`src/mrad_defs.vh`:
```
`ifndef MRAD_DEFS_VH
`define MRAD_DEFS_VH

// geometry
`define MRAD_NUM_REGIONS   12
`define MRAD_IDX_W         4
`define MRAD_ATTR_W        7
`define MRAD_ADDR_W        8

// register byte offsets
`define MRAD_OFF_REGION0   8'h00
`define MRAD_OFF_CTRL      8'h30
`define MRAD_OFF_STATUS    8'h34
`define MRAD_OFF_LAST      8'h38

// region attribute word fields
`define MRAD_F_INNER_LO    0
`define MRAD_F_INNER_HI    1
`define MRAD_F_TYPEXT_LSB  2
`define MRAD_F_SHARE       5
`define MRAD_F_NOFETCH     6
`define MRAD_REGION_RESET  7'h00

// control and status fields
`define MRAD_F_L1EN        0
`define MRAD_CTRL_RESET    1'h1
`define MRAD_F_SOBUSY      0
`define MRAD_F_RSVHIT      1
`define MRAD_F_FETCHREF    2

// memory types
`define MRAD_MT_SO         2'h0
`define MRAD_MT_DEV        2'h1
`define MRAD_MT_NORM       2'h2

// cache policy codes, shared by inner and outer
`define MRAD_POL_NC        2'h0
`define MRAD_POL_WBWA      2'h1
`define MRAD_POL_WT        2'h2
`define MRAD_POL_WB        2'h3

// bus cache attribute values
`define MRAD_CA_SO         4'h0
`define MRAD_CA_DEV        4'h1
`define MRAD_CA_NC         4'h3
`define MRAD_CA_WT         4'h6
`define MRAD_CA_WB         4'h7
`define MRAD_CA_WBWA       4'hF

`endif

```
`src/mrad_type_decode.v`:
```
`include "mrad_defs.vh"

module mrad_type_decode (
    // stored region fields
    input  wire [2:0] typeExt,
    input  wire       innerHi,
    input  wire       innerLo,
    input  wire       shareFlag,
    input  wire       tcmHit,
    // decoded attributes
    output reg  [1:0] memType,
    output reg        shareable,
    output reg  [1:0] innerPol,
    output reg  [1:0] outerPol,
    output reg        readAlloc,
    output reg        writeAlloc,
    output reg        reservedHit
);
    wire [1:0] ib;
    assign ib = {innerHi, innerLo};

    always @* begin
        memType     = `MRAD_MT_SO;
        innerPol    = `MRAD_POL_NC;
        outerPol    = `MRAD_POL_NC;
        reservedHit = 1'b0;
        if (typeExt[2]) begin
            memType  = `MRAD_MT_NORM;
            innerPol = ib;
            outerPol = typeExt[1:0];
        end else begin
            case ({typeExt[1:0], ib})
                4'h0: memType = `MRAD_MT_SO;
                4'h1: memType = `MRAD_MT_DEV;
                4'h2: begin
                    memType  = `MRAD_MT_NORM;
                    innerPol = `MRAD_POL_WT;
                    outerPol = `MRAD_POL_WT;
                end
                4'h3: begin
                    memType  = `MRAD_MT_NORM;
                    innerPol = `MRAD_POL_WB;
                    outerPol = `MRAD_POL_WB;
                end
                4'h4: memType = `MRAD_MT_NORM;
                4'h7: begin
                    memType  = `MRAD_MT_NORM;
                    innerPol = `MRAD_POL_WBWA;
                    outerPol = `MRAD_POL_WBWA;
                end
                4'h8: memType = `MRAD_MT_DEV;
                default: reservedHit = 1'b1;
            endcase
        end
        // tcm space is normal non-shared, uncached on the bus side
        if (tcmHit) begin
            memType  = `MRAD_MT_NORM;
            innerPol = `MRAD_POL_NC;
            outerPol = `MRAD_POL_NC;
        end
        // sharing: forced for SO, fixed for device, flag for normal
        if (tcmHit)
            shareable = 1'b0;
        else if (memType == `MRAD_MT_SO)
            shareable = 1'b1;
        else if (memType == `MRAD_MT_DEV)
            shareable = ({typeExt[1:0], ib} == 4'h1);
        else
            shareable = shareFlag;
        readAlloc  = (innerPol != `MRAD_POL_NC);
        writeAlloc = (innerPol == `MRAD_POL_WBWA);
    end
endmodule // mrad_type_decode

```
`src/mrad_order_gate.v`:
```
`include "mrad_defs.vh"

module mrad_order_gate (
    // clock and reset
    input  wire       clk,
    input  wire       rst,
    // access being offered
    input  wire       accValid,
    input  wire       accRead,
    input  wire [1:0] memType,
    input  wire       accDone,
    // store buffer state
    input  wire       sbEmpty,
    input  wire       sbDevEmpty,
    // gate outputs
    output wire       accReady,
    output wire       drainAll,
    output wire       drainDevice,
    output reg        soBusy
);
    wire isSo;
    wire isDev;
    wire soOk;
    wire devOk;

    assign isSo  = (memType == `MRAD_MT_SO);
    assign isDev = (memType == `MRAD_MT_DEV);
    // one strongly ordered access in flight keeps program order
    assign soOk  = sbEmpty && !soBusy;
    assign devOk = !accRead || sbDevEmpty;
    assign accReady = isSo ? soOk : (isDev ? devOk : 1'b1);
    assign drainAll = accValid && isSo && !sbEmpty;
    assign drainDevice = accValid && isDev && accRead && !sbDevEmpty;

    always @(posedge clk or posedge rst) begin
        if (rst)
            soBusy <= 1'b0;
        else if (accValid && accReady && isSo)
            soBusy <= 1'b1; // a new issue wins over a done
        else if (accDone)
            soBusy <= 1'b0;
    end
endmodule // mrad_order_gate

```
`src/mrad_decoder.v`:
```
// Functional notes
// - each region has exactly one type: strongly ordered, device or normal
// - every region holds its own type attribute, applied to its accesses
// - strongly ordered accesses complete in program order, never reordered
// - strongly ordered accesses are always shareable
// - L1 cache neither allocates nor hits for shareable normal regions
// - device reads wait until store buffer holds no device writes
// - strongly ordered accesses wait until store buffer is completely empty
// - region type is three extension bits plus two inner bits
// - every inner-cacheable region is also read-allocate
// - sharing flag applies to normal regions only, 1 shared, 0 not
// - extension 000: SO, shared device, normal WT, normal WB
// - extension 001: normal uncached, 11 WB write-allocate, others reserved
// - extension 010 00 non-shared device; 010 others and 011 reserved
// - top extension bit set: normal, outer policy from low extension bits, inner from inner bits
// - policy code: 00 NC, 01 WBWA, 10 WT, 11 WB
// - inner attributes drive the per-channel user sideband outputs
// - outer attributes drive the per-channel cache attribute outputs
// - fetches from device or SO regions refused as if no-fetch set
// - tcm addresses get normal non-shared attributes, permissions kept
`include "mrad_defs.vh"

module mrad_decoder (
    // clock and reset
    input  wire                    clk,
    input  wire                    rst,
    // avalon-mm slave
    input  wire [`MRAD_ADDR_W-1:0] avs_address,
    input  wire                    avs_read,
    input  wire                    avs_write,
    input  wire [31:0]             avs_writedata,
    input  wire [3:0]              avs_byteenable,
    output reg  [31:0]             avs_readdata,
    output wire                    avs_waitrequest,
    // access from load/store and fetch path
    input  wire                    accValid,
    input  wire                    accRead,
    input  wire                    accFetch,
    input  wire                    matchValid,
    input  wire [`MRAD_IDX_W-1:0]  matchIdx,
    input  wire                    tcmHit,
    input  wire                    accDone,
    output wire                    accReady,
    output wire                    accIssue,
    // store buffer
    input  wire                    sbEmpty,
    input  wire                    sbDevEmpty,
    output wire                    drainAll,
    output wire                    drainDevice,
    // decoded attributes
    output wire [1:0]              memType,
    output wire                    shareable,
    output wire [1:0]              innerPol,
    output wire [1:0]              outerPol,
    output wire                    readAlloc,
    output wire                    writeAlloc,
    output wire                    l1Cacheable,
    output wire                    fetchRefuse,
    // axi master sideband
    output wire [2:0]              busInnerAttrOutAr,
    output wire [2:0]              busInnerAttrOutAw,
    output wire [3:0]              busOuterAttrOutAr,
    output wire [3:0]              busOuterAttrOutAw
);
    localparam NR = `MRAD_NUM_REGIONS;
    localparam AW = `MRAD_ATTR_W;

    ////////////////////////////////////////////////////////////////////////
    // bus slave front end
    reg  busAck;
    wire busReq;
    wire busWr;
    wire busRd;
    wire [5:0] wordIdx;
    wire regionHit;

    assign busReq = avs_read || avs_write;
    // one wait cycle, then the answer edge
    assign avs_waitrequest = busReq && !busAck;
    assign busWr = avs_write && busAck;
    assign busRd = avs_read && !busAck;
    assign wordIdx = avs_address[7:2];
    assign regionHit = (wordIdx < NR[5:0]);

    always @(posedge clk or posedge rst) begin
        if (rst)
            busAck <= 1'b0;
        else
            busAck <= busReq && !busAck;
    end

    ////////////////////////////////////////////////////////////////////////
    // per-region attribute registers
    wire [NR*AW-1:0] regionVec;

    genvar g;
    generate
        for (g = 0; g < NR; g = g + 1) begin : gRegion
            reg [AW-1:0] attr;
            always @(posedge clk or posedge rst) begin
                if (rst)
                    attr <= `MRAD_REGION_RESET;
                else if (busWr && avs_byteenable[0] && wordIdx == g)
                    attr <= avs_writedata[AW-1:0];
            end
            assign regionVec[g*AW +: AW] = attr;
        end
    endgenerate

    ////////////////////////////////////////////////////////////////////////
    // control register
    reg l1En;

    always @(posedge clk or posedge rst) begin
        if (rst)
            l1En <= `MRAD_CTRL_RESET;
        else if (busWr && avs_byteenable[0] && avs_address == `MRAD_OFF_CTRL)
            l1En <= avs_writedata[`MRAD_F_L1EN];
    end

    ////////////////////////////////////////////////////////////////////////
    // matched region lookup
    wire          idxOk;
    wire [AW-1:0] selAttr;
    wire          noFetch;

    // out-of-range or missing match falls back to the all-zero encoding,
    // which decodes as strongly ordered: the safest ordering
    assign idxOk = matchValid && (matchIdx < NR[`MRAD_IDX_W-1:0]);
    assign selAttr = idxOk ? regionVec[matchIdx*AW +: AW] : {AW{1'b0}};
    assign noFetch = selAttr[`MRAD_F_NOFETCH];

    wire rsvHit;

    mrad_type_decode uDecode (
        .typeExt     (selAttr[`MRAD_F_TYPEXT_LSB +: 3]),
        .innerHi     (selAttr[`MRAD_F_INNER_HI]),
        .innerLo     (selAttr[`MRAD_F_INNER_LO]),
        .shareFlag   (selAttr[`MRAD_F_SHARE]),
        .tcmHit      (tcmHit),
        .memType     (memType),
        .shareable   (shareable),
        .innerPol    (innerPol),
        .outerPol    (outerPol),
        .readAlloc   (readAlloc),
        .writeAlloc  (writeAlloc),
        .reservedHit (rsvHit)
    );

    ////////////////////////////////////////////////////////////////////////
    // cacheability and fetch checks
    wire isNormal;

    assign isNormal = (memType == `MRAD_MT_NORM);
    // shared normal data would go stale between masters, so L1 keeps out
    assign l1Cacheable = l1En && isNormal && !shareable && readAlloc;
    // the tcm override makes the space normal, so only its flag can refuse
    assign fetchRefuse = accValid && accFetch && (noFetch || !isNormal);

    ////////////////////////////////////////////////////////////////////////
    // ordering gate
    wire gateReady;
    wire soBusy;

    mrad_order_gate uOrder (
        .clk         (clk),
        .rst         (rst),
        .accValid    (accValid && !fetchRefuse),
        .accRead     (accRead || accFetch),
        .memType     (memType),
        .accDone     (accDone),
        .sbEmpty     (sbEmpty),
        .sbDevEmpty  (sbDevEmpty),
        .accReady    (gateReady),
        .drainAll    (drainAll),
        .drainDevice (drainDevice),
        .soBusy      (soBusy)
    );

    // a refused fetch is answered at once and never reaches the bus
    assign accReady = gateReady || fetchRefuse;
    assign accIssue = accValid && gateReady && !fetchRefuse;

    ////////////////////////////////////////////////////////////////////////
    // axi sideband attributes
    reg [3:0] cacheAttr;

    always @* begin
        case (memType)
            `MRAD_MT_SO:  cacheAttr = `MRAD_CA_SO;
            `MRAD_MT_DEV: cacheAttr = `MRAD_CA_DEV;
            default: begin
                case (outerPol)
                    `MRAD_POL_WBWA: cacheAttr = `MRAD_CA_WBWA;
                    `MRAD_POL_WT:   cacheAttr = `MRAD_CA_WT;
                    `MRAD_POL_WB:   cacheAttr = `MRAD_CA_WB;
                    default:        cacheAttr = `MRAD_CA_NC;
                endcase
            end
        endcase
    end

    wire issueRd;
    wire issueWr;
    wire [2:0] innerUser;

    assign issueRd = accIssue && (accRead || accFetch);
    assign issueWr = accIssue && !(accRead || accFetch);
    assign innerUser = {shareable, innerPol};
    // idle channels show zero so stale attributes never leak
    assign busInnerAttrOutAr = issueRd ? innerUser : 3'h0;
    assign busInnerAttrOutAw = issueWr ? innerUser : 3'h0;
    assign busOuterAttrOutAr = issueRd ? cacheAttr : 4'h0;
    assign busOuterAttrOutAw = issueWr ? cacheAttr : 4'h0;

    ////////////////////////////////////////////////////////////////////////
    // status: sticky events and last issued attributes
    reg       rsvSticky;
    reg       fetchSticky;
    reg [9:0] lastAttr;
    wire      stClr;

    assign stClr = busWr && avs_byteenable[0] && avs_address == `MRAD_OFF_STATUS;

    // a new event in the clearing cycle wins over the write-one-to-clear
    always @(posedge clk or posedge rst) begin
        if (rst) begin
            rsvSticky   <= 1'b0;
            fetchSticky <= 1'b0;
        end else begin
            if (accIssue && rsvHit && !tcmHit)
                rsvSticky <= 1'b1;
            else if (stClr && avs_writedata[`MRAD_F_RSVHIT])
                rsvSticky <= 1'b0;
            if (fetchRefuse)
                fetchSticky <= 1'b1;
            else if (stClr && avs_writedata[`MRAD_F_FETCHREF])
                fetchSticky <= 1'b0;
        end
    end

    always @(posedge clk or posedge rst) begin
        if (rst)
            lastAttr <= 10'h000;
        else if (accIssue)
            lastAttr <= {l1Cacheable, writeAlloc, readAlloc, outerPol,
                         innerPol, shareable, memType};
    end

    ////////////////////////////////////////////////////////////////////////
    // read data, taken in the wait cycle and held through the answer edge
    reg [31:0] next_readdata;

    always @* begin
        next_readdata = 32'h0000_0000;
        if (regionHit)
            next_readdata[AW-1:0] = regionVec[wordIdx[3:0]*AW +: AW];
        else if (avs_address == `MRAD_OFF_CTRL)
            next_readdata[`MRAD_F_L1EN] = l1En;
        else if (avs_address == `MRAD_OFF_STATUS) begin
            next_readdata[`MRAD_F_SOBUSY]   = soBusy;
            next_readdata[`MRAD_F_RSVHIT]   = rsvSticky;
            next_readdata[`MRAD_F_FETCHREF] = fetchSticky;
        end else if (avs_address == `MRAD_OFF_LAST)
            next_readdata[9:0] = lastAttr;
    end

    always @(posedge clk or posedge rst) begin
        if (rst)
            avs_readdata <= 32'h0000_0000;
        else if (busRd)
            avs_readdata <= next_readdata;
    end
endmodule // mrad_decoder

```
`config.mk`:
```
export PLATFORM = sky130hd
export DESIGN_NAME = mrad_decoder
export DESIGN_NICKNAME = d
export VERILOG_FILES = /design/src/mrad_type_decode.v /design/src/mrad_order_gate.v /design/src/mrad_decoder.v
export VERILOG_INCLUDE_DIRS = /design/src
export SDC_FILE = /design/constraint.sdc
export NUM_CORES = 1
export LEC_CHECK = 0
export ABC_AREA = 1
export BUFFER_PORTS_ARGS = -buffer_cell sky130_fd_sc_hd__buf_2
export CAP_MARGIN = 15
export CELL_PAD_IN_SITES_DETAIL_PLACEMENT = 0
export CELL_PAD_IN_SITES_GLOBAL_PLACEMENT = 1
export CORE_MARGIN = 1.5
export CORE_UTILIZATION = 36
export DETAILED_ROUTE_END_ITERATION = 10
export PLACE_DENSITY_LB_ADDON = 0.15
export SYNTH_ARGS = -nofsm -noshare
export SYNTH_HDL_FRONTEND = slang
export SYNTH_SLANG_ARGS = --single-unit
export TNS_END_PERCENT = 10
```
`constraint.sdc`:
```
create_clock -name clk -period 3.1 [get_ports clk]
set_clock_uncertainty 0.15 [all_clocks]
set_input_delay 0.31 -clock clk [delete_from_list [all_inputs] [get_ports clk]]
set_output_delay 0.31 -clock clk [all_outputs]
set_load 0.005 [all_outputs]
```
# Word level (Yosys, flattened, before mapping)
# Index checks and enable logic that the tools add are counted.
totals:
  wordCells: 151
  regBits: 109
op_classes:
  n_eq_ne: 26
  shift: 2
  n_reduce_logical: 65
  mul: 2
  magnitude_cmp: 2
  mux: 35
ops:
  columns: ["op", "n"]
  rows:
  - ["$shiftx 84x8->7", 2]
  - ["$logic_and 1x1->1", 41]
  - ["$eq 6x3->1 const B", 4]
  - ["$eq 6x4->1 const B", 4]
  - ["$eq 8x6->1 const B", 3]
  - ["$mux 7", 3]
  - ["$mul 4x3->7 const B", 2]
  - ["$mux 1", 14]
  - ["$eq 6x2->1 const B", 2]
  - ["$mux 2", 6]
  - ["$mux 3", 4]
  - ["$pmux 4 s3", 1]
  - ["$mux 10", 1]
  - ["$logic_not 1->1", 9]
  - ["$mux 9", 1]
  - ["$eq 4x2->1 const B", 2]
  - ["$eq 4x3->1 const B", 2]
  - ["$mux 4", 2]
  - ["$pmux 4 s2", 1]
  - ["$reduce_bool 2->1", 4]
  - ["$reduce_or 7->1", 1]
  - ["$eq 2x1->1 const B", 3]
  - ["$eq 2x2->1 const B", 3]
  - ["$eq 6x1->1 const B", 1]
  - ["12 further kinds", 16]

# Longest topological paths before layout
# Gate-level depths: netlist of the first run.
logic_depth:
  ltp_word: 17
  mapped_depth: 21
  depth_no_buf: 18

# Hierarchy
# A second synthesis of the first run with hierarchy kept.
unflattened:
  hier_cells: 824
  hier_area_um2: 6206.0
by_module_without_submodules:
  columns: ["module", "cells_per_inst", "seq_area_each_um2", "instances", "area_per_inst_um2"]
  rows:
  - ["mrad_decoder", 759, 2703.8, 1, 5885.6]
  - ["mrad_type_decode", 43, 0.0, 1, 203.9]
  - ["mrad_order_gate", 22, 25.0, 1, 116.4]

# Worst setup path before layout of the first run
# OpenSTA, ideal clock, no wires.
synth_path:
  kind: "input port to output port"
  from: "input port matchIdx[0]"
  to: "output port busInnerAttrOutAw[0]"
  setup_slack_ns: 0.755
  path_stages: 19
  required_ns: 2.640
  arrival_time_ns: 1.885
  cell_sequence: "buf_4 > buf_6 > nor2_1 > nor2_1 > o21ai_0 > nand2_1 > nand2_1 > nand2_1 > nand2_1 > nand2_1 > nand2_1 > nand2_2 > nand3_4 > nand2_1 > nand2_2 > nand2_4 > nor2_8 > nand2_2 > nor2_1"
synth_between:
  elab_chain_cells: 16
synth_lines:
  columns: ["element", "line", "source"]
  rows:
  - ["start: declaration", "mrad_decoder.v:40", "input wire [`MRAD_IDX_W-1:0] matchIdx,"]
  - ["$mul 4x3->7 / $lt 4x4->1 (equally long branches)", "mrad_decoder.v:130, mrad_decoder.v:129", null]
  - ["$shiftx 84x8->7 / $logic_and 1x1->1 (equally long branches)", "mrad_decoder.v:130, mrad_decoder.v:129", null]
  - ["$mux 7 (*)", "mrad_decoder.v:130", "assign selAttr = idxOk ? regionVec[matchIdx*AW +: AW] : {AW{1'b0}};"]
  - ["$eq 4x2->1 (tied with other cells)", "mrad_type_decode.v:32", "case ({typeExt[1:0], ib})"]
  - ["$reduce_or 4->1 (no source line) / $reduce_or 2->1 (equally long branches)", null, null]
  - ["$pmux 2 s2", "mrad_type_decode.v:32", null]
  - ["$mux 2 (*)", "mrad_type_decode.v:27", "if (typeExt[2]) begin"]
  - ["$mux 2 (*)", "mrad_type_decode.v:56", "if (tcmHit) begin"]
  - ["via memType[1]", "mrad_decoder.v:51", "output wire [1:0] memType,"]
  - ["$eq 2x2->1 (no source line)", null, null]
  - ["$logic_not 1->1", "mrad_decoder.v:158", "assign fetchRefuse = accValid && accFetch && (noFetch || !isNormal);"]
  - ["$logic_or 1x1->1", "mrad_decoder.v:158", null]
  - ["$logic_and 1x1->1", "mrad_decoder.v:158", null]
  - ["$logic_not 1->1", "mrad_decoder.v:182", "assign accIssue = accValid && gateReady && !fetchRefuse;"]
  - ["$logic_and 1x1->1 (*)", "mrad_decoder.v:182", null]
  - ["$logic_and 1x1->1 (*)", "mrad_decoder.v:208", "assign issueWr = accIssue && !(accRead || accFetch);"]
  - ["$mux 3 (*)", "mrad_decoder.v:212", "assign busInnerAttrOutAw = issueWr ? innerUser : 3'h0;"]
  - ["end: declaration", "mrad_decoder.v:61", "output wire [2:0] busInnerAttrOutAw,"]
# The timed path passes the listed nets; every way through them passes the cells marked *.

# Worst setup path after layout of the first run
layout_path:
  from: "register gRegion[5].attr[2]"
  to: "output port accIssue"
layout_between:
  elab_chain_cells: 13
layout_lines:
  columns: ["element", "line", "source"]
  rows:
  - ["start: declaration", "mrad_decoder.v:99", "reg [AW-1:0] attr;"]
  - ["start signal: assignment", "mrad_decoder.v:102", "attr <= `MRAD_REGION_RESET;"]
  - ["start signal: assignment", "mrad_decoder.v:104", "attr <= avs_writedata[AW-1:0];"]
  - ["$shiftx 84x8->7 (*)", "mrad_decoder.v:130", null]
  - ["$mux 7 (*)", "mrad_decoder.v:130", null]
  - ["$eq 4x2->1 (tied with other cells)", "mrad_type_decode.v:32", null]
  - ["$reduce_or 4->1 (no source line) / $reduce_or 2->1 (equally long branches)", null, null]
  - ["$pmux 2 s2", "mrad_type_decode.v:32", null]
  - ["$mux 2", "mrad_type_decode.v:27", null]
  - ["$mux 2", "mrad_type_decode.v:56", null]
  - ["$eq 2x2->1 (no source line)", null, null]
  - ["$logic_not 1->1", "mrad_decoder.v:158", null]
  - ["$logic_or 1x1->1", "mrad_decoder.v:158", null]
  - ["$logic_and 1x1->1", "mrad_decoder.v:158", null]
  - ["$logic_not 1->1", "mrad_decoder.v:182", null]
  - ["$logic_and 1x1->1 (*)", "mrad_decoder.v:182", null]
  - ["end: declaration", "mrad_decoder.v:44", "output wire accIssue,"]
# Every way passes the cells marked *; elsewhere a longest branch is shown, timed or not.

==> results of run 1 <==
==> timing repair <==
| action | 4_1_cts | 5_1_grt |
|---|---|---|
| setup buffers | 0 | 1 |
| setup endpoints to repair | 0 | 18 |
| endpoints found under the hold margin | 28 | 0 |
| hold buffers | 1 | 0 |
| resized for setup | 0 | 11 |
==> metal layers <==
| metal | GRT usage (%) | vias up | part of all wire (%) |
|---|---|---|---|
| li1 | - | 2907 | - |
| met1 | 30.7 | 2924 | 44 |
| met2 | 39.5 | 169 | 48 |
| met3 | 3.14 | 30 | 4.9 |
| met4 | 9.02 | 0 | 2.5 |
| met5 | 0 | - | 0 |
==> synth_stat cells, types with 12 or more instances <==
library cell,count
sky130_fd_sc_hd__a21oi_1,20
sky130_fd_sc_hd__a22oi_1,13
sky130_fd_sc_hd__buf_4,28
sky130_fd_sc_hd__clkbuf_1,33
sky130_fd_sc_hd__dfrtp_1,108
sky130_fd_sc_hd__inv_1,74
sky130_fd_sc_hd__nand2_1,232
sky130_fd_sc_hd__nand3_1,61
sky130_fd_sc_hd__nor2_1,68
sky130_fd_sc_hd__o211ai_1,16
sky130_fd_sc_hd__o21ai_0,128
sky130_fd_sc_hd__o22ai_1,12
==> registers in the layout (all words and copies together) (netlist names) <==
signal / flops
avs_readdata: 10
busAck: 1
fetchSticky: 1
gRegion.attr: 84
l1En: 1
lastAttr: 10
rsvSticky: 1
uOrder.soBusy: 1
==> power by group <==
group          total, mW  switching (mW)  internal [mW]
logic              0.536           0.358          0.178
clock network       1.10           0.551          0.548
registers           1.56          0.0566           1.51
total               3.20           0.965           2.23
==> final cells by class <==
type	count	area share, %
clock buffers	11	3.25
clock inverters	5	0.489
inverters	80	4.24
multi-input cells	624	41.4
flip-flops and latches	109	38.1
well taps	225	3.93
repair buffers	101	8.66
==> per-stage QoR <==
stage / worst slack [ns] / instance area [um^2] / utilization [%] / TNS [ns] / hold slack (ns)
6_report: 0.128 / 7170 / 41.7 / 0 / 0.0653
5_1_grt: -0.00412 / 7170 / 41.7 / -0.00412 / 0.0749
4_1_cts: 0.0518 / 7120 / 41.5 / 0 / 0.0510
3_5_place_dp: 0.179 / 6840 / 39.8 / 0 / 0.308
3_3_place_gp: 0.238 / 6840 / 39.8 / 0 / 0.301
2_1_floorplan: 0.755 / 6370 / - / 0 / 0.290
==> final timing paths <==
check | endpoint | depth (start not counted)
max in group asynchronous | gRegion[1].attr[3]$_DFFE_PP0P_ | 4
hold / removal | uOrder.soBusy$_DFFE_PP0P_ | 3
setup reg to reg | lastAttr[3]$_DFFE_PP0N_ | 19
setup / recovery | accIssue | 17
min in group asynchronous | busAck$_DFF_PP0_ | 3
hold reg to reg | busAck$_DFF_PP0_ | 1
==> critical path, delay by kind of cell, from the launching register on <==
kind	cells	cell delay, ns
simple gates	13	1.28
buf+inv	4	0.49
flops	1	0.39
==> logic make-up after synthesis <==
| family | share of synthesized area (%) |
|---|---|
| and+or+nand+nor | 26.3 |
| DFF | 43.4 |
| buffers and inverters | 11.4 |
| other | 0.0596 |
| AOI/OAI and AO/OA | 18.9 |
==> impl_metrics.csv, run 1 <==
group,metric,value,unit
power,max-vdd-ir-drop,278,uV
final_layout,layout.cells.most_common_list,"sky130_fd_sc_hd__nand2_1 (228), sky130_fd_sc_hd__o21ai_0 (128), sky130_fd_sc_hd__dfrtp_1 (108)",
cts,clk_path_buf_depth,2,
cts,cts-buffers-inserted,9,
final_layout,design.final.nets,985,
final_layout,fillerInstances,1867,
route,finalWirelength,21000,um
place,gp_congestion,0.822,
cts,cts_max_level,3,
timing,layout_worst_path_cycle_share,95.9,%
grt,grt_overflow,0,
synth,async_s_r_ff_share_synth,100,%
grt,grt_pass1_vias,5862,
timing,post-route-min-period,2.97,ns
synth,yosys.cell_types.count,35,
cts,clock-sinks,109,
synth,syn-cell-area,6290,um^2
timing,worstMarginPinSlew,0.830,ns
route,dr_total_vias,6030,
setup_path,crit_arrival,2.51,ns
route,drcViolationCount,0,
grt,grt_pass1_wl,32300,um
route,avgRoutedWirePerCell,18.2,um
timing,drv_slew,0,
setup_path,worst_setup_sp_type,"flop",
setup_path,reg2reg_from,"gRegion[5].attr[2]$_DFFE_PP0P_",
place,numPortBuffers,71,
setup_path,setup.worst_path.class,"flop to output pin",
min_path,min-delay-path-class,"input pin to flop",
synth,synthesis.instances,863,
final_layout,drive_above_1_share,16.2,%
setup_path,cpPeakStageDelay,0.39,ns
die,io-pin-count,122,
synth,synth_edf_count,0,
grt,grt_max_degree,81,
setup_path,timing.critical_path.mode_cell,"sky130_fd_sc_hd__nand2_2",
setup_path,worst-r2r-setup-slack,0.73,ns
cts,worstSkewPairLatency,0.37,ns
final_layout,multiInputGateArea,2970,um^2
setup_path,crit_path_end_kind,"output pin",
power,power.static_leakage,3.47,nW
die,floorplan.die.width,135,um
place,place_inst,1137,
grt,grt_antenna_before_repair,0,
job,maxCapViolations,0,
route,detailedRoute.firstPassIterationCount,5,
synth,synth-main-ff-cell,"sky130_fd_sc_hd__dfrtp_1",
final_layout,area_growth_from_synthesis_to_final_layout,14.0,%
die,rows,48,
grt,track_usage,23.5,%
setup_path,top_fanout_value_on_the_critical_path,13,
setup_path,worst_ep_required_time,2.64,ns
synth,ys_ff_latch,109,
synth,synth_area_leader_cell,"sky130_fd_sc_hd__dfrtp_1",
setup_path,worstSetupStartpoint,"gRegion[5].attr[2]$_DFFE_PP0P_",
timing,final_count_of_hold_timing_violations,0,
power,totalPowerFinal,3.20,mW
synth,synth_sequential_area_ratio,43.4,%
run_status,run_status,"finished, final reports clean",
synth,synthTopCellsByArea,"sky130_fd_sc_hd__dfrtp_1 (43%), sky130_fd_sc_hd__nand2_1 (14%), sky130_fd_sc_hd__o21ai_0 (10%)",
final_layout,antenna_cells_inserted,0,
final_layout,stdcell_count,1155,
route,drt.antenna.violating_nets,0,
setup_path,critical_path_s_slowest_cell,"sky130_fd_sc_hd__dfrtp_1",
cts,clockRootBuffer,"sky130_fd_sc_hd__clkbuf_16",
die,placeableCoreArea,17200,um^2
cts,cts_tree,"built",
die,die_height,135,um
setup_path,crit_path_cell_trace,"inv_1 -> nand2_1 -> nand3_1 -> nand3_2 -> nand3_1 -> nand2_1 -> nand2_2 -> nand2_1 -> inv_2 -> nand2_2 -> nand3_4 -> nand2_2 -> nand2_2 -> nand2_4 -> nor2_8 -> buf_4 -> buf_2",
timing,max-slew-margin-rel,44.5,%
die,start_util,36.6,%
min_path,hold_path_start,"accDone",
power,p_per_area,446,nW/um^2
timing,timing.final.setup_violations,0,
synth,synth_top_cell_area_share,43.0,%
synth,synthesis.yosys.warnings,0,
synth,avgSynthCellArea,7.29,um^2
cts,worst_setup_hold_path_clk_slew,0.07,ns
final_layout,ff_latch_area,2730,um^2
die,die_area,18300,um^2
place,hpwlAfterDp,15100,um
timing,timing.fmax,0.337,GHz
route,drt-vias-per-instance,5.22,
route,first_drt_iteration_drcs,458,
final_layout,layout_commonest_cell,"sky130_fd_sc_hd__nand2_1",
(Power assumes the default switching activity.)
==> run 2: changes to the inputs <==
- BUFFER_PORTS_ARGS: -buffer_cell sky130_fd_sc_hd__buf_2 -> unset
- CORE_UTILIZATION: 36 -> 42
- CTS_CLUSTER_SIZE: unset -> 20
- DONT_BUFFER_PORTS: unset -> 1
==> run 2 against run 1 <==
Worst hold slack better by 0.011 ns. Maximum frequency is 1.4% higher. Setup slack better by 0.040 ns. Design area is 5.4% lower. Via count is 4.2% lower. First-iteration DRC count is 14% higher. Critical path depth stayed put. Core utilization is 4.8 points higher. Sequential cell count stayed put. Cell count is 11% lower. Power is 4.5% higher. Critical endpoint is now busOuterAttrOutAw[1]. Largest power group unchanged.
==> impl_metrics.csv, run 2 (synthesized netlist as in run 1, its figures left out) <==
group,metric,value,unit
run_status,run_status,"finished, final reports clean",
timing,layout_worst_path_cycle_share,94.6,%
setup_path,critical_path_s_slowest_cell,"sky130_fd_sc_hd__dfrtp_1",
timing,final_count_of_hold_timing_violations,0,
setup_path,cp_num_cells,17,
setup_path,r2r_end,"rsvSticky$_DFFE_PP0P_",
setup_path,worstSetupStartpoint,"gRegion[5].attr[1]$_DFFE_PP0P_",
cts,worst_setup_hold_path_clk_slew,0.07,ns
cts,clock-sinks,109,
final_layout,regMostFlops,"gRegion.attr",
setup_path,crit_arrival,2.47,ns
die,io-pin-count,122,
grt,grt_pass1_wl,30900,um
timing,drv_slew,0,
place,hpwlAfterDp,13800,um
setup_path,worst-r2r-setup-slack,0.68,ns
power,power.static_leakage,3.13,nW
grt,grt_pass1_vias,5600,
timing,max-slew-margin-rel,48.8,%
cts,post_cts.repair.setup_buffers,0,
timing,post-route-min-period,2.93,ns
final_layout,stdcell_area,6790,um^2
cts,clk_path_buf_depth,2,
route,dr_total_vias,5777,
place,numPortBuffers,0,
cts,cts-buffers-inserted,9,
die,start_util,43.1,%
place,pre_cts_ws,0.183,ns
setup_path,timing.critical_path.mode_cell,"sky130_fd_sc_hd__nand2_1",
timing,worstMarginPinSlew,0.765,ns
final_layout,design.final.nets,904,
route,drcViolationCount,0,
final_layout,top_regs,"gRegion.attr (84), avs_readdata (10), lastAttr (10)",
setup_path,cpPeakStageDelay,0.40,ns
setup_path,crit_end,"busOuterAttrOutAw[1]",
timing,timing.final.setup_violations,0,
power,p_per_area,493,nW/um^2
setup_path,critPathTopFamily,"simple AND/OR/NAND/NOR gates",
die,rows,44,
timing,postLayoutSetupSlackWorst,0.168,ns
timing,timing.fmax,0.341,GHz
setup_path,worstRegToRegCells,18,
final_layout,core_utilization_of_the_finished_layout,46.5,%
route,first_drt_iteration_drcs,523,
grt,grt_max_degree,110,
place,dpl_cell_area,6330,um^2
route,drt-vias-per-instance,5.59,
die,die_area,15700,um^2
min_path,min-delay-path-class,"input pin to flop",
cts,cts_tree,"built",
final_layout,layout.cells.most_common_list,"sky130_fd_sc_hd__nand2_1 (231), sky130_fd_sc_hd__o21ai_0 (128), sky130_fd_sc_hd__dfrtp_1 (108)",
place,gp_congestion,0.872,
route,finalWirelength,19900,um
setup_path,crit_path_cell_trace,"inv_1 -> nand2_1 -> nand3_1 -> nand3_1 -> nand3_1 -> nand2_1 -> nand2_2 -> nand2_1 -> nand2_1 -> nand2_2 -> nand3_4 -> nand2_1 -> nand2_4 -> nand2_8 -> nor2_8 -> nand2_4 -> nor2_2",
cts,clockRootBuffer,"sky130_fd_sc_hd__clkbuf_16",
die,die_height,125,um
cts,worstSkewPairLatency,0.36,ns
grt,grt_overflow,0,
power,max-vdd-ir-drop,317,uV
setup_path,setup.worst_path.class,"flop to output pin",
final_layout,area_growth_from_synthesis_to_final_layout,7.86,%
die,floorplan.die.width,125,um
grt,grt_antenna_before_repair,0,
final_layout,antenna_cells_inserted,0,
job,maxCapViolations,0,
final_layout,drive_above_1_share,8.83,%
setup_path,worst_setup_sp_type,"flop",
setup_path,reg2reg_from,"gRegion[5].attr[1]$_DFFE_PP0P_",
timing,rsz_0062_raised_after_global_routing,"yes",
final_layout,layout_commonest_cell,"sky130_fd_sc_hd__nand2_1",
grt,track_usage,25.5,%
route,drt.antenna.violating_nets,0,
final_layout,largest_register_ffs,84,
die,placeableCoreArea,14600,um^2
cts,cts_max_level,3,
setup_path,top_fanout_value_on_the_critical_path,13,
power,totalPowerFinal,3.34,mW
route,detailedRoute.firstPassIterationCount,6,
setup_path,crit_path_end_kind,"output pin",
route,avgRoutedWirePerCell,19.3,um
setup_path,critical_path.n_buffers_inverters,1,
setup_path,worst_ep_required_time,2.64,ns
==> run 2: cell count changes in the layout (fill, tap and decap cells not counted), sizes merged <==
cell / delta
clkbuf: +1
clkinv: -3
dlygate4sd3: +4
buf: -85
bufinv: +2
==> run 2: timing repair <==
action,CTS,global route
resized for setup,0,20
endpoints found under the setup margin,0,15
hold buffers,5,0
hold endpoints to repair,111,0
==> run 2: through the flow <==
step	hold WS [ns]	std cells	TNS, ns
after global routing	0.0999	1033	-0.0676
after detailed placement	0.258	1012	0
after CTS	0.104	1033	0
final	0.0761	1033	0
after global placement	0.250	1012	0
after floorplan	0.290	884	0
==> run 2: layer usage <==
| layer | global-route usage, % | up-vias | part of all wire (%) |
|---|---|---|---|
| met1 | 31.9 | 2768 | 42 |
| met3 | 6.59 | 38 | 6.7 |
| li1 | - | 2750 | - |
| met2 | 42.3 | 221 | 48 |
| met4 | 10.0 | 0 | 3.3 |
| met5 | 0 | - | 0 |
==> run 2: worst min path at each step <==
stage | slack (ns) | endpoint | from | cells after the start
after detailed placement | 0.26 | busAck$_DFF_PP0_ | rst | 2
final | 0.08 | lastAttr[9]$_DFFE_PP0N_ | accValid | 3
after floorplan | 0.29 | l1En$_DFFE_PP1P_ | avs_writedata[0] | 2
after CTS | 0.10 | fetchSticky$_DFFE_PP0P_ | accFetch | 4
after global routing | 0.1 | lastAttr[9]$_DFFE_PP0N_ | accValid | 3
after global placement | 0.25 | busAck$_DFF_PP0_ | rst | 2
==> run 2: final cells by class <==
type / count / area (um^2)
clock buffers: 12 / 267
clock inverters: 4 / 76.3
fillers: 1490 / 7800
inverters: 80 / 304
multi-input cells: 624 / 2990
flip-flops and latches: 109 / 2730
well taps: 184 / 230
repair buffers: 20 / 188
==> run 2: power breakdown <==
| part | leakage, nW | internal (mW) | switching [mW] |
|---|---|---|---|
| clock network | 0.165 | 0.778 | 0.544 |
| logic | 1.48 | 0.140 | 0.312 |
| registers | 1.48 | 1.51 | 0.0618 |
==> run 2: worst reg2reg max path: cells and delay by family, from the launching register on <==
kind	cells	cell delay (ns)
buffers and inverters	2	0.28
DFF	1	0.40
and+or+nand+nor	16	1.51
==> run 3: changes to the inputs <==
- CELL_PAD_IN_SITES_DETAIL_PLACEMENT: 0 -> 1
==> run 3 against run 2 <==
Critical endpoint is now busOuterAttrOutAr[0]. Largest power group unchanged. Routed wire length rose by 6.6%. Die area unchanged. Core utilization up 0.069 points. Critical path type unchanged. Critical path depth shrank 4. Clock power is 4% lower.
==> impl_metrics.csv, run 3 (synthesized netlist as in run 1, its figures left out) <==
group,metric,value,unit
run_status,run_status,"finished, final reports clean",
min_path,min-delay-path-class,"input pin to flop",
min_path,whs_endpoint,"lastAttr[9]$_DFFE_PP0N_",
final_layout,layout.cells.most_common_list,"sky130_fd_sc_hd__nand2_1 (229), sky130_fd_sc_hd__o21ai_0 (128), sky130_fd_sc_hd__dfrtp_1 (108)",
cts,cts_tree,"built",
place,numPortBuffers,0,
cts,clockRootBuffer,"sky130_fd_sc_hd__clkbuf_16",
timing,post-route-min-period,2.94,ns
timing,final_count_of_hold_timing_violations,0,
cts,cts_max_level,3,
final_layout,antenna_cells_inserted,0,
place,hpwlAfterDp,15200,um
cts,worstSkewPairLatency,0.36,ns
setup_path,crit_path_cell_trace,"inv_1 -> a21oi_1 -> o21ai_0 -> nand3_1 -> nand3_1 -> nand2_2 -> nand2_1 -> o21ai_1 -> nand2_1 -> or2_2 -> inv_1 -> o21ai_1 -> nor2_2",
setup_path,worst_setup_sp_type,"flop",
route,detailedRoute.firstPassIterationCount,5,
grt,grt_overflow,0,
power,totalPowerFinal,3.31,mW
final_layout,regMostFlops,"gRegion.attr",
place,gp_congestion,0.872,
die,placeableCoreArea,14600,um^2
setup_path,cpPeakStageDelay,0.36,ns
cts,clk_path_buf_depth,2,
route,dr_total_vias,5950,
setup_path,setup.worst_path.class,"flop to output pin",
place,dpl_cell_area,6330,um^2
cts,clock-sinks,109,
job,maxCapViolations,0,
setup_path,r2r_end,"lastAttr[9]$_DFFE_PP0N_",
final_layout,fillerInstances,1815,
grt,grt_max_degree,110,
final_layout,design.final.nets,908,
final_layout,area_growth_from_synthesis_to_final_layout,8.02,%
setup_path,worst-r2r-setup-slack,0.66,ns
timing,timing.fmax,0.340,GHz
setup_path,worst_ep_required_time,2.64,ns
cts,worst_setup_hold_path_clk_slew,0.08,ns
setup_path,crit_arrival,2.48,ns
final_layout,top_regs,"gRegion.attr (84), avs_readdata (10), lastAttr (10)",
power,p_per_area,487,nW/um^2
setup_path,worstSetupStartpoint,"gRegion[6].attr[4]$_DFFE_PP0P_",
setup_path,crit_path_end_kind,"output pin",
timing,timing.final.setup_violations,0,
power,max-vdd-ir-drop,291,uV
setup_path,critical_path_s_slowest_cell,"sky130_fd_sc_hd__dfrtp_1",
final_layout,multiInputGateArea,2990,um^2
final_layout,largest_register_ffs,84,
die,die_area,15700,um^2
final_layout,stdcell_area,6800,um^2
die,rows,44,
die,io-pin-count,122,
timing,worstMarginPinSlew,0.769,ns
route,first_drt_iteration_drcs,388,
timing,max-slew-margin-rel,48.6,%
power,power.static_leakage,3.13,nW
setup_path,worstRegToRegCells,18,
cts,cts-buffers-inserted,9,
grt,grt_pass1_vias,6183,
die,die_height,125,um
die,start_util,43.1,%
timing,layout_worst_path_cycle_share,94.8,%
grt,track_usage,27.6,%
setup_path,top_fanout_value_on_the_critical_path,4,
grt,grt_pass1_wl,33800,um
setup_path,reg2reg_from,"gRegion[7].attr[1]$_DFFE_PP0P_",
route,finalWirelength,21200,um
die,floorplan.die.width,125,um
route,drcViolationCount,0,
min_path,hold_path_start,"accValid",
timing,drv_slew,0,
route,drt-vias-per-instance,5.74,
route,drt.antenna.violating_nets,0,
final_layout,ff_latch_area,2730,um^2
route,avgRoutedWirePerCell,20.4,um
min_path,whs_path_depth,3,
final_layout,drive_above_1_share,9.03,%
final_layout,layout_commonest_cell,"sky130_fd_sc_hd__nand2_1",
grt,grt_antenna_before_repair,0,
run 3: per-stage QoR:
step                utilization, %  setup TNS, ns  setup slack [ns]  cells  hold slack [ns]
detailed placement            43.4              0             0.128   1012            0.263
floorplan                        -              0             0.755    884            0.290
global route                  46.6       -0.00959          -0.00959   1037           0.0905
finish                        46.6              0             0.160   1037           0.0740
CTS                           45.9              0            0.0654   1033            0.113
global placement              43.4              0             0.207   1012            0.250
run 3: cell type report:
type                    instances  area share, %
flip-flops and latches        109           40.2
clock buffers                  12           3.48
repair buffers                 24           3.20
well taps                     184           3.39
inverters                      80           4.57
clock inverters                 4           1.18
multi-input cells             624           44.0
run 3: worst max-delay path, delay by kind of cell (launching register included):
kind	cells	cell delay, ns
flip-flops	1	0.36
AO/OA/AOI/OAI	4	0.52
AND/OR/NAND/NOR	7	1.03
buffers and inverters	2	0.21
run 3: power breakdown:
part	internal [mW]	switching, mW
clock network	0.719	0.549
registers	1.51	0.0646
logic	0.143	0.323
run 3: worst max path at each step:
| stage | endpoint | depth (start not counted) |
|---|---|---|
| after floorplan | busInnerAttrOutAw[0] | 19 |
| after global placement | busOuterAttrOutAw[0] | 16 |
| after detailed placement | busOuterAttrOutAr[0] | 18 |
| after CTS | busOuterAttrOutAr[0] | 17 |
| after global routing | busOuterAttrOutAw[2] | 18 |
| final | busOuterAttrOutAr[0] | 13 |
run 3: routing by layer:
metal	share of wire (%)	global-route usage [%]	vias to the layer above
li1	-	-	2760
met1	43	34.9	2949
met2	49	47.2	192
met3	4.9	4.92	49
met4	3.2	10.8	0
met5	0	0	-
run 3: repair_timing:
item / 4_1_cts / 5_1_grt
setup endpoints to repair: 0 / 15
setup buffers: 0 / 4
endpoints found under the hold margin: 111 / 0
hold buffers: 5 / 0
resized for setup: 0 / 23
